## src/hdl/clsr_map.vh

```
`ifndef CLSR_MAP_VH
`define CLSR_MAP_VH

// ==========================================================
// Array geometry
`define CLSR_ELEMENTS 8'h80
`define CLSR_UPPER_OFS 9'h080
`define CLSR_SAMPLE_W 12
`define CLSR_CHAN_W 9
`define CLSR_WORD_W 21

// ==========================================================
// Scan timing, in sensor clocks
`define CLSR_TRIG_FIRST 10'h013
`define CLSR_CH_PITCH 10'h004
`define CLSR_EOS_LEAD 10'h002
`define CLSR_EOS_LEN 3'h4
`define CLSR_FOLLOW_FIRST 10'h012

// ==========================================================
// Integration timing, in sensor clocks
`define CLSR_INT_START 6'h1e
`define CLSR_INT_END 6'h08
`define CLSR_RCNT_MAX 6'h3f

// ==========================================================
// Reset values
`define CLSR_RST_FCNT 10'h000
// Idle pin levels: clock low, reset low, start high, high gain, lower half
`define CLSR_RST_PINS 5'h0c

`endif

```

## src/hdl/clsr_readout.v

```verilog
// Summary of operation
// - Lower half chip gives channels 1-128, upper half chip 129-256.
// - Dual serial: lower first-in-chain, upper follower, 256 channels in order.
// - Dual parallel: both first-in-chain, each gives 128 channels at once.
// - Gain pin high picks 0.125 pF high gain, low picks 0.25 pF.
// - Sequence starts at first clock fall after reset low; that is clock 1.
// - Channel 1 at 18.5-20.5, trigger rises 19.5, both repeat every 4 clocks.
// - Integration from 30 clocks after reset rise to 8 after fall.
`timescale 1ns/1ns
`include "clsr_map.vh"

module clsr_readout (
    // Clock and reset
    input wire mclk,
    input wire srst,
    // Pins from the controller and the chain
    input wire sclk_pin,
    input wire sreset_pin,
    input wire chain_start_in_n,
    input wire master_sel,
    input wire gain_sel,
    // Static strap: 1 = upper half chip of a dual module
    input wire upper_half_chip,
    // Pixel sample for the channel being read
    input wire [`CLSR_SAMPLE_W-1:0] pixel_level,
    // Pin outputs
    output reg trig_out,
    output reg scan_done_out_n,
    output reg integrating,
    output reg feedback_setting,
    output reg overrun,
    // Video word stream
    output wire video_valid,
    output wire [`CLSR_WORD_W-1:0] video_word,
    input wire video_ready
);

// ==========================================================
// States
localparam ST_IDLE = 4'b0001;
localparam ST_ARM = 4'b0010;
localparam ST_SCAN = 4'b0100;
localparam ST_EOS = 4'b1000;

// ==========================================================
// Pin synchronisers: bit 0 clock, 1 reset, 2 start, 3 gain, 4 half
reg [4:0] pin_s1;
reg [4:0] pin_s2;
reg [4:0] pin_s3;
reg [4:0] pin_q;
reg sclk_last;
reg rst_last;
reg start_last;
wire sclk_rise;
wire sclk_fall;
wire rst_rise;
wire rst_fall;
wire start_fall;

// A change counts only once the second and third stages agree
function [4:0] settle;
    input [4:0] cur;
    input [4:0] b;
    input [4:0] c;
    begin
        // Agreeing stages give the new level, disagreeing ones keep the old
        settle = (b & c) | (cur & (b ^ c));
    end
endfunction

always @(posedge mclk) begin
    if (srst) begin
        pin_s1 <= `CLSR_RST_PINS;
        pin_s2 <= `CLSR_RST_PINS;
        pin_s3 <= `CLSR_RST_PINS;
        pin_q <= `CLSR_RST_PINS;
        // Match the idle pin levels, so no false edge follows reset
        sclk_last <= 1'b0;
        rst_last <= 1'b0;
        start_last <= 1'b1;
    end else begin
        pin_s1 <= {upper_half_chip, gain_sel, chain_start_in_n, sreset_pin, sclk_pin};
        pin_s2 <= pin_s1;
        pin_s3 <= pin_s2;
        pin_q <= settle(pin_q, pin_s2, pin_s3);
        sclk_last <= pin_q[0];
        rst_last <= pin_q[1];
        start_last <= pin_q[2];
    end
end

assign sclk_rise = pin_q[0] & ~sclk_last;
assign sclk_fall = ~pin_q[0] & sclk_last;
assign rst_rise = pin_q[1] & ~rst_last;
assign rst_fall = ~pin_q[1] & rst_last;
assign start_fall = ~pin_q[2] & start_last;

// ==========================================================
// Gain selection
always @(posedge mclk) begin
    if (srst) begin
        feedback_setting <= 1'b1;
    end else begin
        feedback_setting <= pin_q[3];
    end
end

// ==========================================================
// Integration window, counted on sensor clock rises
reg [5:0] rcnt;
wire [5:0] next_rcnt;

assign next_rcnt = (rcnt == `CLSR_RCNT_MAX) ? rcnt : rcnt + 6'h01;

always @(posedge mclk) begin
    if (srst) begin
        rcnt <= `CLSR_RCNT_MAX;
        integrating <= 1'b0;
    end else if (rst_rise || rst_fall) begin
        rcnt <= 6'h00;
    end else if (sclk_rise) begin
        rcnt <= next_rcnt;
        if (pin_q[1] && next_rcnt == `CLSR_INT_START) begin
            integrating <= 1'b1;
        end else if (!pin_q[1] && next_rcnt == `CLSR_INT_END) begin
            integrating <= 1'b0;
        end
    end
end

// ==========================================================
// Scan sequencer
reg [3:0] state;
reg [9:0] fcnt;
reg [9:0] trig_at;
reg [7:0] ch_cnt;
reg [2:0] eos_cnt;
reg push_valid;
reg [`CLSR_WORD_W-1:0] push_word;
wire push_ready;
wire [`CLSR_CHAN_W-1:0] chan_num;
wire [`CLSR_SAMPLE_W-1:0] scaled;
wire [9:0] next_fcnt;
wire scan_trig;

// Channel numbering carries the half offset of a dual module
assign chan_num = {1'b0, ch_cnt} + 9'h001 + (pin_q[4] ? `CLSR_UPPER_OFS : 9'h000);
// Doubled feedback capacitance halves the charge gain
assign scaled = feedback_setting ? pixel_level : {1'b0, pixel_level[`CLSR_SAMPLE_W-1:1]};
assign next_fcnt = fcnt + 10'h001;
assign scan_trig = (fcnt == trig_at) && (ch_cnt != `CLSR_ELEMENTS);

always @(posedge mclk) begin
    if (srst) begin
        state <= ST_IDLE;
        fcnt <= `CLSR_RST_FCNT;
        trig_at <= `CLSR_TRIG_FIRST;
        ch_cnt <= 8'h00;
        eos_cnt <= 3'h0;
        trig_out <= 1'b0;
        scan_done_out_n <= 1'b1;
        push_valid <= 1'b0;
        push_word <= {`CLSR_WORD_W{1'b0}};
        overrun <= 1'b0;
    end else begin
        push_valid <= 1'b0;
        // A fresh start always restarts; reset rise mid-video is the controller's fault
        if (master_sel && rst_fall) begin
            state <= ST_ARM;
            fcnt <= `CLSR_RST_FCNT;
            scan_done_out_n <= 1'b1;
            trig_out <= 1'b0;
        end else if (!master_sel && start_fall) begin
            // Follower picks up right where the previous chip stopped
            state <= ST_ARM;
            fcnt <= `CLSR_FOLLOW_FIRST - 10'h001;
            scan_done_out_n <= 1'b1;
            trig_out <= 1'b0;
        end else begin
            case (state)
                ST_IDLE: begin
                    trig_out <= 1'b0;
                end
                ST_ARM: begin
                    if (sclk_fall) begin
                        state <= ST_SCAN;
                        fcnt <= next_fcnt;
                        trig_at <= `CLSR_TRIG_FIRST;
                        ch_cnt <= 8'h00;
                        overrun <= 1'b0;
                    end
                end
                ST_SCAN: begin
                    if (sclk_rise) begin
                        trig_out <= scan_trig;
                        if (scan_trig) begin
                            push_valid <= 1'b1;
                            push_word <= {chan_num, scaled};
                            ch_cnt <= ch_cnt + 8'h01;
                            trig_at <= trig_at + `CLSR_CH_PITCH;
                        end
                    end else if (sclk_fall) begin
                        fcnt <= next_fcnt;
                        if (ch_cnt == `CLSR_ELEMENTS &&
                            next_fcnt == trig_at - `CLSR_EOS_LEAD) begin
                            state <= ST_EOS;
                            scan_done_out_n <= 1'b0;
                            eos_cnt <= 3'h0;
                        end
                    end
                end
                ST_EOS: begin
                    if (sclk_rise) begin
                        trig_out <= 1'b0;
                    end else if (sclk_fall) begin
                        eos_cnt <= eos_cnt + 3'h1;
                        if (eos_cnt == `CLSR_EOS_LEN - 3'h1) begin
                            scan_done_out_n <= 1'b1;
                            state <= ST_IDLE;
                        end
                    end
                end
                default: begin
                    state <= ST_IDLE;
                end
            endcase
        end
        // Word refused by a full buffer is flagged until the next scan; set beats clear
        if (push_valid && !push_ready) begin
            overrun <= 1'b1;
        end
    end
end

// ==========================================================
// Stall buffer between the sequencer and the reader
clsr_word_buf u_buf (
    .mclk(mclk),
    .srst(srst),
    .in_valid(push_valid),
    .in_data(push_word),
    .in_ready(push_ready),
    .out_valid(video_valid),
    .out_data(video_word),
    .out_ready(video_ready)
);

endmodule

```

## src/hdl/clsr_word_buf.v

```verilog
`timescale 1ns/1ns
`include "clsr_map.vh"

module clsr_word_buf (
    // Clock and reset
    input wire mclk,
    input wire srst,
    // Filling side
    input wire in_valid,
    input wire [`CLSR_WORD_W-1:0] in_data,
    output reg in_ready,
    // Draining side
    output reg out_valid,
    output reg [`CLSR_WORD_W-1:0] out_data,
    input wire out_ready
);

reg [`CLSR_WORD_W-1:0] tail_data;
wire pop;
wire push;

// ==========================================================
// Two entries: head feeds the port, tail catches a stalled word
assign pop = out_valid & out_ready;
assign push = in_valid & in_ready;

always @(posedge mclk) begin
    if (srst) begin
        out_valid <= 1'b0;
        in_ready <= 1'b1;
        out_data <= {`CLSR_WORD_W{1'b0}};
        tail_data <= {`CLSR_WORD_W{1'b0}};
    end else if (pop) begin
        if (!in_ready) begin
            out_data <= tail_data;
            in_ready <= 1'b1;
        end else if (push) begin
            out_data <= in_data;
        end else begin
            out_valid <= 1'b0;
        end
    end else if (push) begin
        if (!out_valid) begin
            out_data <= in_data;
            out_valid <= 1'b1;
        end else begin
            tail_data <= in_data;
            in_ready <= 1'b0;
        end
    end
end

endmodule

```

## config.mk

```make
export PLATFORM = sky130hd
export DESIGN_NAME = clsr_readout
export DESIGN_NICKNAME = d
export VERILOG_FILES = /design/src/hdl/clsr_readout.v /design/src/hdl/clsr_word_buf.v
export VERILOG_INCLUDE_DIRS = /design/src /design/src/hdl
export SDC_FILE = /design/constraint.sdc
export NUM_CORES = 1
export LEC_CHECK = 0
export ABC_AREA = 1
export BUFFER_PORTS_ARGS = -buffer_cell sky130_fd_sc_hd__buf_2
export CORE_AREA = 5 5 145 147
export CTS_BUF_LIST = sky130_fd_sc_hd__clkbuf_4 sky130_fd_sc_hd__clkbuf_8
export DETAILED_ROUTE_END_ITERATION = 10
export DIE_AREA = 0 0 150 152
export PLACE_DENSITY = 0.49
export RECOVER_POWER = 50
export SYNTH_ARGS = -nofsm -noshare
export SYNTH_HDL_FRONTEND = slang
export SYNTH_HIERARCHICAL = 1
export SYNTH_SLANG_ARGS = --single-unit
```

## constraint.sdc

```tcl
create_clock -name mclk -period 2.1 [get_ports mclk]
set_input_delay 0.42 -clock mclk [delete_from_list [all_inputs] [get_ports mclk]]
set_output_delay 0.42 -clock mclk [all_outputs]
set_load 0.1 [all_outputs]
```

==> key figures, run 1 <==
Die
  – Total die area: 0.0228 mm2
  – Starting density of the core: 0.338
  – # rows: 52
  – Height of the die: 152 um
  – X dimension of the die: 150 um
  – Number of top-level design ports: 48
  – Floorplan Core Area: 0.0198 mm2

Setup path
  – Critical Path Source Type: flip-flop
  – Required time at the worst-slack endpoint: 2.45 ns
  – Crit end category: flip-flop
  – Worst path slowest cell: dfxtp_1
  – Worst setup path category: flip-flop to flip-flop
  – Ordered list of cells on the worst path: inv_2 -> ha_1 -> xnor2_1 -> nand2_1 -> nand2_1 -> nand3_1 -> nor2_1 -> nand3_1 -> nand2_2 -> o21ai_0 -> o21ai_0 -> inv_1
  – Cell family with most CP delay: simple AND/OR/NAND/NOR gates
  – Buffers plus inverters on the worst setup path: 2
  – Data arrival time of the critical path: 2.26 ns
  – Biggest fanout along the worst timing path: 5
  – Maximum cell stage delay along the critical path: about 0.35 ns

Detailed routing
  – DRC violations left: 0
  – Routed metal-1 wire length: 7.99 mm
  – Total met3 wirelength after detailed routing: 568 um
  – Average wire per cell in the routed design: 11.9 um
  – Highest layer used for signal routing: met4
  – Detailed router's first-iteration violation count: 273
  – Routed vias/inst: 4.42
  – Number of iterations in the first detailed-routing pass: 6
  – Detailed-routed wire length on met2: 6.76 mm
  – Final ANT Viol Nets: 0
  – Total via count after detailed routing: a little under 6000
  – Drt total wl: about 16 mm

Placement
  – Half-perimeter wire length after placement: 11.0 mm
  – Pre-CTS worst setup slack: 0.0992 ns
  – Number of input and output port buffers inserted: 47
  – Final weighted congestion of routability-driven global placement: 0.804

STA
  – Fin. max-slew vios: 0
  – Final period util: 0.910
  – Count of final hold-check violations: 0
  – Worst Slack Setup Final: approximately 0.19 ns
  – Unrepaired setup endpoints after global routing: true
  – Actual transition at the worst max-transition pin: 0.898 ns
  – Worst clock skew on the final layout: 0.00963 ns
  – Max Fclk: between 500 and 600 MHz
  – Min Clock Period, post-route: ~1.9 ns
  – Worst relative slew slack: 0.401
  – Final Setup Violations: 0
  – Smallest hold slack: 0.151 ns

Global routing
  – Wire length of the first global-routing pass: 26.4 mm
  – Global Route Usage Sum: 0.142
  – Pin count of the biggest net entering global routing: 45
  – Vias in the first global route: 5366
  – Antenna violations before repair: 0
  – Total global routing overflow: 0

Clocking
  – Worst-case clock buffer depth: 2
  – Total number of H-tree levels: 4
  – Number of clock sinks: ~130
  – Count of hold-fix buffers inserted at cts: 0
  – Clock-pin slew reported for the worst setup and hold paths after clock tree synthesis: 0.08 ns
  – Clock latency of the later-clocked register in the worst-skew pair: 0.45 ns
  – CTS root buf: clkbuf_8
  – Number of clock buffers inserted by TritonCTS: 17
  – TritonCTS clock tree: yes

Pwr
  – Total power after layout: just over 5000 uW
  – Portion of total power attributed to combinational logic: 0.071
  – Proportion of total power due to net switching: 0.257
  – Worst VDD drop: 0.000391 V
  – Switching power total: approximately 1300 uW
  – Clock group share of total power: 0.426
  – Part of the power in registers: 0.503
  – Design internal power: 3860 uW
  – Leakage power: 0.00372 uW
  – Pwr per Cell Area: 673 mW/mm2

Synth
  – Simple-gate area share of the yosys netlist: 0.305
  – Top post-synthesis cells by area: dfxtp_1, nand2_1, nor2_1
  – Adder-cell share of the synthesized area: 0.0318
  – Area share of the largest cell type after synthesis: 0.401
  – Yosys warns: 6
  – Average instance area after synthesis: 6.94 um2
  – Number of nets produced by synthesis: 1002
  – Post-Syn Area: 0.00669 mm2
  – Multiplexer fraction of the synthesized cell area: 0.0165
  – Dominant combinational cell family by area after synthesis: simple AND/OR/NAND/NOR gates
  – Post-synthesis cell type count: 38
  – Cell type with the highest aggregate area in the netlist: dfxtp_1
  – Most common flop cell mapped by yosys: dfxtp_1
  – Compound-Gate Fraction of Synth Area: 0.103
  – Number of flip-flops and latches in the synthesized netlist: ~130
  – Sequential-to-total area share from yosys stat: 0.401
  – Post-Synth XOR/XNOR Area: 0.0340
  – Mapped Cells: a little under 1000
  – Async S/R FF share, synth: 0
  – Number of enable flip-flop cells after synthesis: 0

Run status
  – Outcome: finished clean

Cells and area
  – Share of post-route cells with drive strength above 1: 0.139
  – Number of nets at the end of the flow: about 1100
  – Antenna diode count: 0
  – Most common cell after layout, fill and taps aside: nand2_1
  – Finished Core Util: 0.390
  – Signed area change from the synthesized netlist to the final layout: 15.3%
  – Highest-count cells in the layout ignoring fill and taps: nand2_1, nor2_1, dfxtp_1, inv_1, o21ai_0

Worst hold path
  – Class of the most critical hold timing path: input port to flip-flop

Flow run
  – Number of maximum-capacitance constraint violations: 0
## cell families after synthesis
group,after synthesis
flops,134
mux,11
compound gates,116
buf+inv,170
xor+xnor,26
simple gates,490
fa+ha+maj,17
## sequential cells by signal (all words and copies together) (netlist names), 3 cells and up, named ones only
signal / cells
ch_cnt: 8
eos_cnt: 3
fcnt: 7
pin_q: 5
pin_s1: 5
pin_s2: 5
pin_s3: 5
push_word: 21
rcnt: 6
state: 4
trig_at: 9
u_buf/out_data: 21
u_buf/tail_data: 21
## cell type report
type	instances	area, um2
clock inverters	10	121
inverters	132	495
well taps	270	338
multi-input cells	660	3300
clock buffers	21	283
flip-flops and latches	134	2690
fillers	2206	12100
repair buffers	78	485
## synth_stat cells (8+ instances only)
master / instances
xor2_1: 17
a21oi_1: 33
ha_1: 17
or2_2: 8
clkbuf_1: 12
xnor2_1: 9
buf_2: 12
nand4_1: 14
nor2_1: 182
o211a_1: 12
o21ai_0: 55
inv_1: 127
nand3_1: 45
dfxtp_1: 134
mux2i_1: 11
nand2_1: 216
## power groups by stage
stage / combinational, uW / sequential (uW) / clock, uW
6_report: 367 / 2610 / 2210
5_1_grt: 422 / 2620 / 2420
4_1_cts: 376 / 2610 / 2300
3_5_place_dp: 374 / 2670 / 0
3_3_place_gp: 374 / 2670 / 0
2_1_floorplan: 215 / 2720 / 0
## final timing paths
| check | from | endpoint | slack (ns) | cells past startpoint |
|---|---|---|---|---|
| max | trig_at[2] | state[2] | 0.19 | 12 |
| min | gain_sel | pin_s1[3] | 0.15 | 2 |
| max reg2reg | trig_at[2] | state[2] | 0.19 | 12 |
| min reg2reg | pin_s1[1] | pin_s2[1] | 0.40 | 2 |
## layer usage
metal / vias to the layer above / global-route usage
met5: - / 0
met4: 0 / 0.0479
met3: 20 / 0.0369
met2: 76 / 0.209
met1: 2539 / 0.200
li1: 3137 / -
## stage by stage
stage | instance area (um2) | std cells | TNS [ns]
floorplan | 6690 | 964 | 0
CTS | 7670 | 1302 | 0
global route | 7710 | 1305 | -0.0208
finish | 7710 | 1305 | 0
detailed placement | 7270 | 1271 | 0
global placement | 7270 | 1271 | 0
## repair_timing
| item | in CTS | in global routing |
|---|---|---|
| endpoints found under the setup margin | 0 | 40 |
| gates resized for setup | 0 | 15 |
| hold endpoints to repair | 0 | 0 |
| buffers inserted | 0 | 2 |
Note: power is estimated with default switching activity, not from simulation.
==> run 2, diff against run 1 <==
- RECOVER_POWER: 50 -> default
- clock period: 2.1 -> 1.8 ns (I/O delays scaled with it)
==> key figures, run 2 (synthesis gave the netlist of run 1 again) <==
Clocking
  – Number of clock buffers inserted by TritonCTS: 17
  – Total number of H-tree levels: 4
  – TritonCTS clock tree: yes
  – Clock-pin slew reported for the worst setup and hold paths after clock tree synthesis: around 0.08 ns
  – Number of clock sinks: 134
  – Clock latency of the later-clocked register in the worst-skew pair: 0.45 ns
  – CTS root buf: clkbuf_8
  – Count of hold-fix buffers inserted at cts: 0
  – Worst-case clock buffer depth: 2

Global routing
  – Pin count of the biggest net entering global routing: between 40 and 50
  – Vias in the first global route: 5473
  – Global Route Usage Sum: 0.143
  – Total global routing overflow: 0
  – Wire length of the first global-routing pass: 26.6 mm
  – Antenna violations before repair: 0

Pwr
  – Leakage power: 0.00408 uW
  – Worst VDD drop: 0.000548 V
  – Pwr per Cell Area: around 760 mW/mm2
  – Total power after layout: 6530 uW

Detailed routing
  – Number of iterations in the first detailed-routing pass: 4
  – Total via count after detailed routing: 5957
  – DRC violations left: 0
  – Drt total wl: 16.4 mm
  – Detailed router's first-iteration violation count: 226
  – Average wire per cell in the routed design: 12.1 um
  – Routed vias/inst: 4.40
  – Final ANT Viol Nets: 0

Run status
  – Violated checks: setup timing
  – Outcome: complete, but fails checks

Die
  – Floorplan Core Area: ~0.02 mm2
  – # rows: 52
  – Height of the die: roughly 150 um
  – Starting density of the core: 0.338
  – Total die area: 0.0228 mm2
  – X dimension of the die: about 150 um
  – Number of top-level design ports: 48

Cells and area
  – Share of post-route cells with drive strength above 1: 0.241
  – Signed area change from the synthesized netlist to the final layout: 27.7%
  – Highest-count cells in the layout ignoring fill and taps: nand2_1, nor2_1, inv_1, dfxtp_1, buf_4
  – Antenna diode count: 0
  – Most common cell after layout, fill and taps aside: nand2_1
  – Number of nets at the end of the flow: 1110
  – Registers with the highest flip-flop counts: push_word: 21 flops, u_buf/out_data: 21 flops, u_buf/tail_data: 21 flops

STA
  – Final period util: 1.01
  – Unrepaired setup endpoints after global routing: true
  – Min Clock Period, post-route: 1.81 ns
  – Worst clock skew on the final layout: between 0.015 and 0.02 ns
  – Count of final hold-check violations: 0
  – Fin. max-slew vios: 0
  – Worst relative slew slack: 0.512
  – Final Setup Violations: 4
  – Smallest hold slack: 0.0936 ns
  – Actual transition at the worst max-transition pin: 0.731 ns
  – Worst Slack Setup Final: -0.0108 ns
  – Max Fclk: 552 MHz

Worst hold path
  – Class of the most critical hold timing path: input port to flip-flop

Setup path
  – Required time at the worst-slack endpoint: 2.14 ns
  – Biggest fanout along the worst timing path: 5
  – Data arrival time of the critical path: 2.16 ns
  – Crit end category: flip-flop
  – Critical Path Source Type: flip-flop
  – Worst setup path category: flip-flop to flip-flop

Placement
  – Final weighted congestion of routability-driven global placement: 0.810
  – Pre-CTS worst setup slack: -0.204 ns
  – Half-perimeter wire length after placement: between 10 and 15 mm
  – Number of input and output port buffers inserted: 47

Flow run
  – Number of maximum-capacitance constraint violations: 0
[run 2: changes by cell type in the layout (fill, tap and decap cells not counted), sizes merged]
cell      previous run  this run
buf                 66       123
bufinv               2         5
clkbuf              33        22
clkinv               3         4
clkinvlp             4         2
inv                133       134
nand2              222       223
[run 2: worst paths after layout]
kind / startpoint / to / slack [ns] / cells past startpoint
max: trig_at[2] / state[2] / -0.01 / 17
min reg2reg: pin_s1[1] / pin_s2[1] / 0.41 / 2
min: chain_start_in_n / pin_s1[2] / 0.09 / 2
max reg2reg: trig_at[2] / state[2] / -0.01 / 17
[run 2: through the flow]
stage | utilization | instance area, um2 | setup TNS, ns | cells
2_1_floorplan | - | 6690 | 0 | 964
3_3_place_gp | 0.384 | 7600 | -1.15 | 1312
3_5_place_dp | 0.384 | 7600 | -1.77 | 1312
4_1_cts | 0.415 | 8210 | -0.124 | 1345
5_1_grt | 0.432 | 8540 | -2.24 | 1355
6_report | 0.432 | 8540 | -0.0135 | 1355
[run 2: area by class of cell]
class                      instances  area [um2]
fill                            2143       11200
sequential                       134        2710
inverter                         132         508
clock inverter                    13         220
multi-input combinational        661        3560
clock buffer                      19         255
timing repair buffer             126         953
tap                              270         338
[run 2: critical path, cell delays in order (launching register included)]
cell and delay (ns):
dfxtp_2 0.34, inv_4 0.08, ha_4 0.14, inv_4 0.03
nor2_4 0.13, nand2_1 0.06, nand2_1 0.07, nand2_2 0.05
inv_1 0.05, nand2_1 0.04, nand2_1 0.05, nand2_1 0.05
nor2_2 0.13, nand3_2 0.14, nand2_4 0.10, o21ai_1 0.06
o21ai_1 0.13, inv_1 0.05
[run 2: power breakdown]
part | internal [uW] | total (uW) | switching, uW
Sequential | 3010 | 3050 | 36.0
Combinational | 172 | 501 | 328
Clock | 1720 | 2990 | 1260
[run 2: what timing repair did]
item,in CTS,in global routing
setup endpoints to repair,42,45
gates resized for setup,39,73
gates cloned,0,5
pin swaps,11,20
setup buffers,1,5
[run 2: layer usage]
layer,GRT usage,part of all wire
met5,0,0
met4,0.0418,0.014
met3,0.0354,0.033
met2,0.220,0.45
met1,0.200,0.50
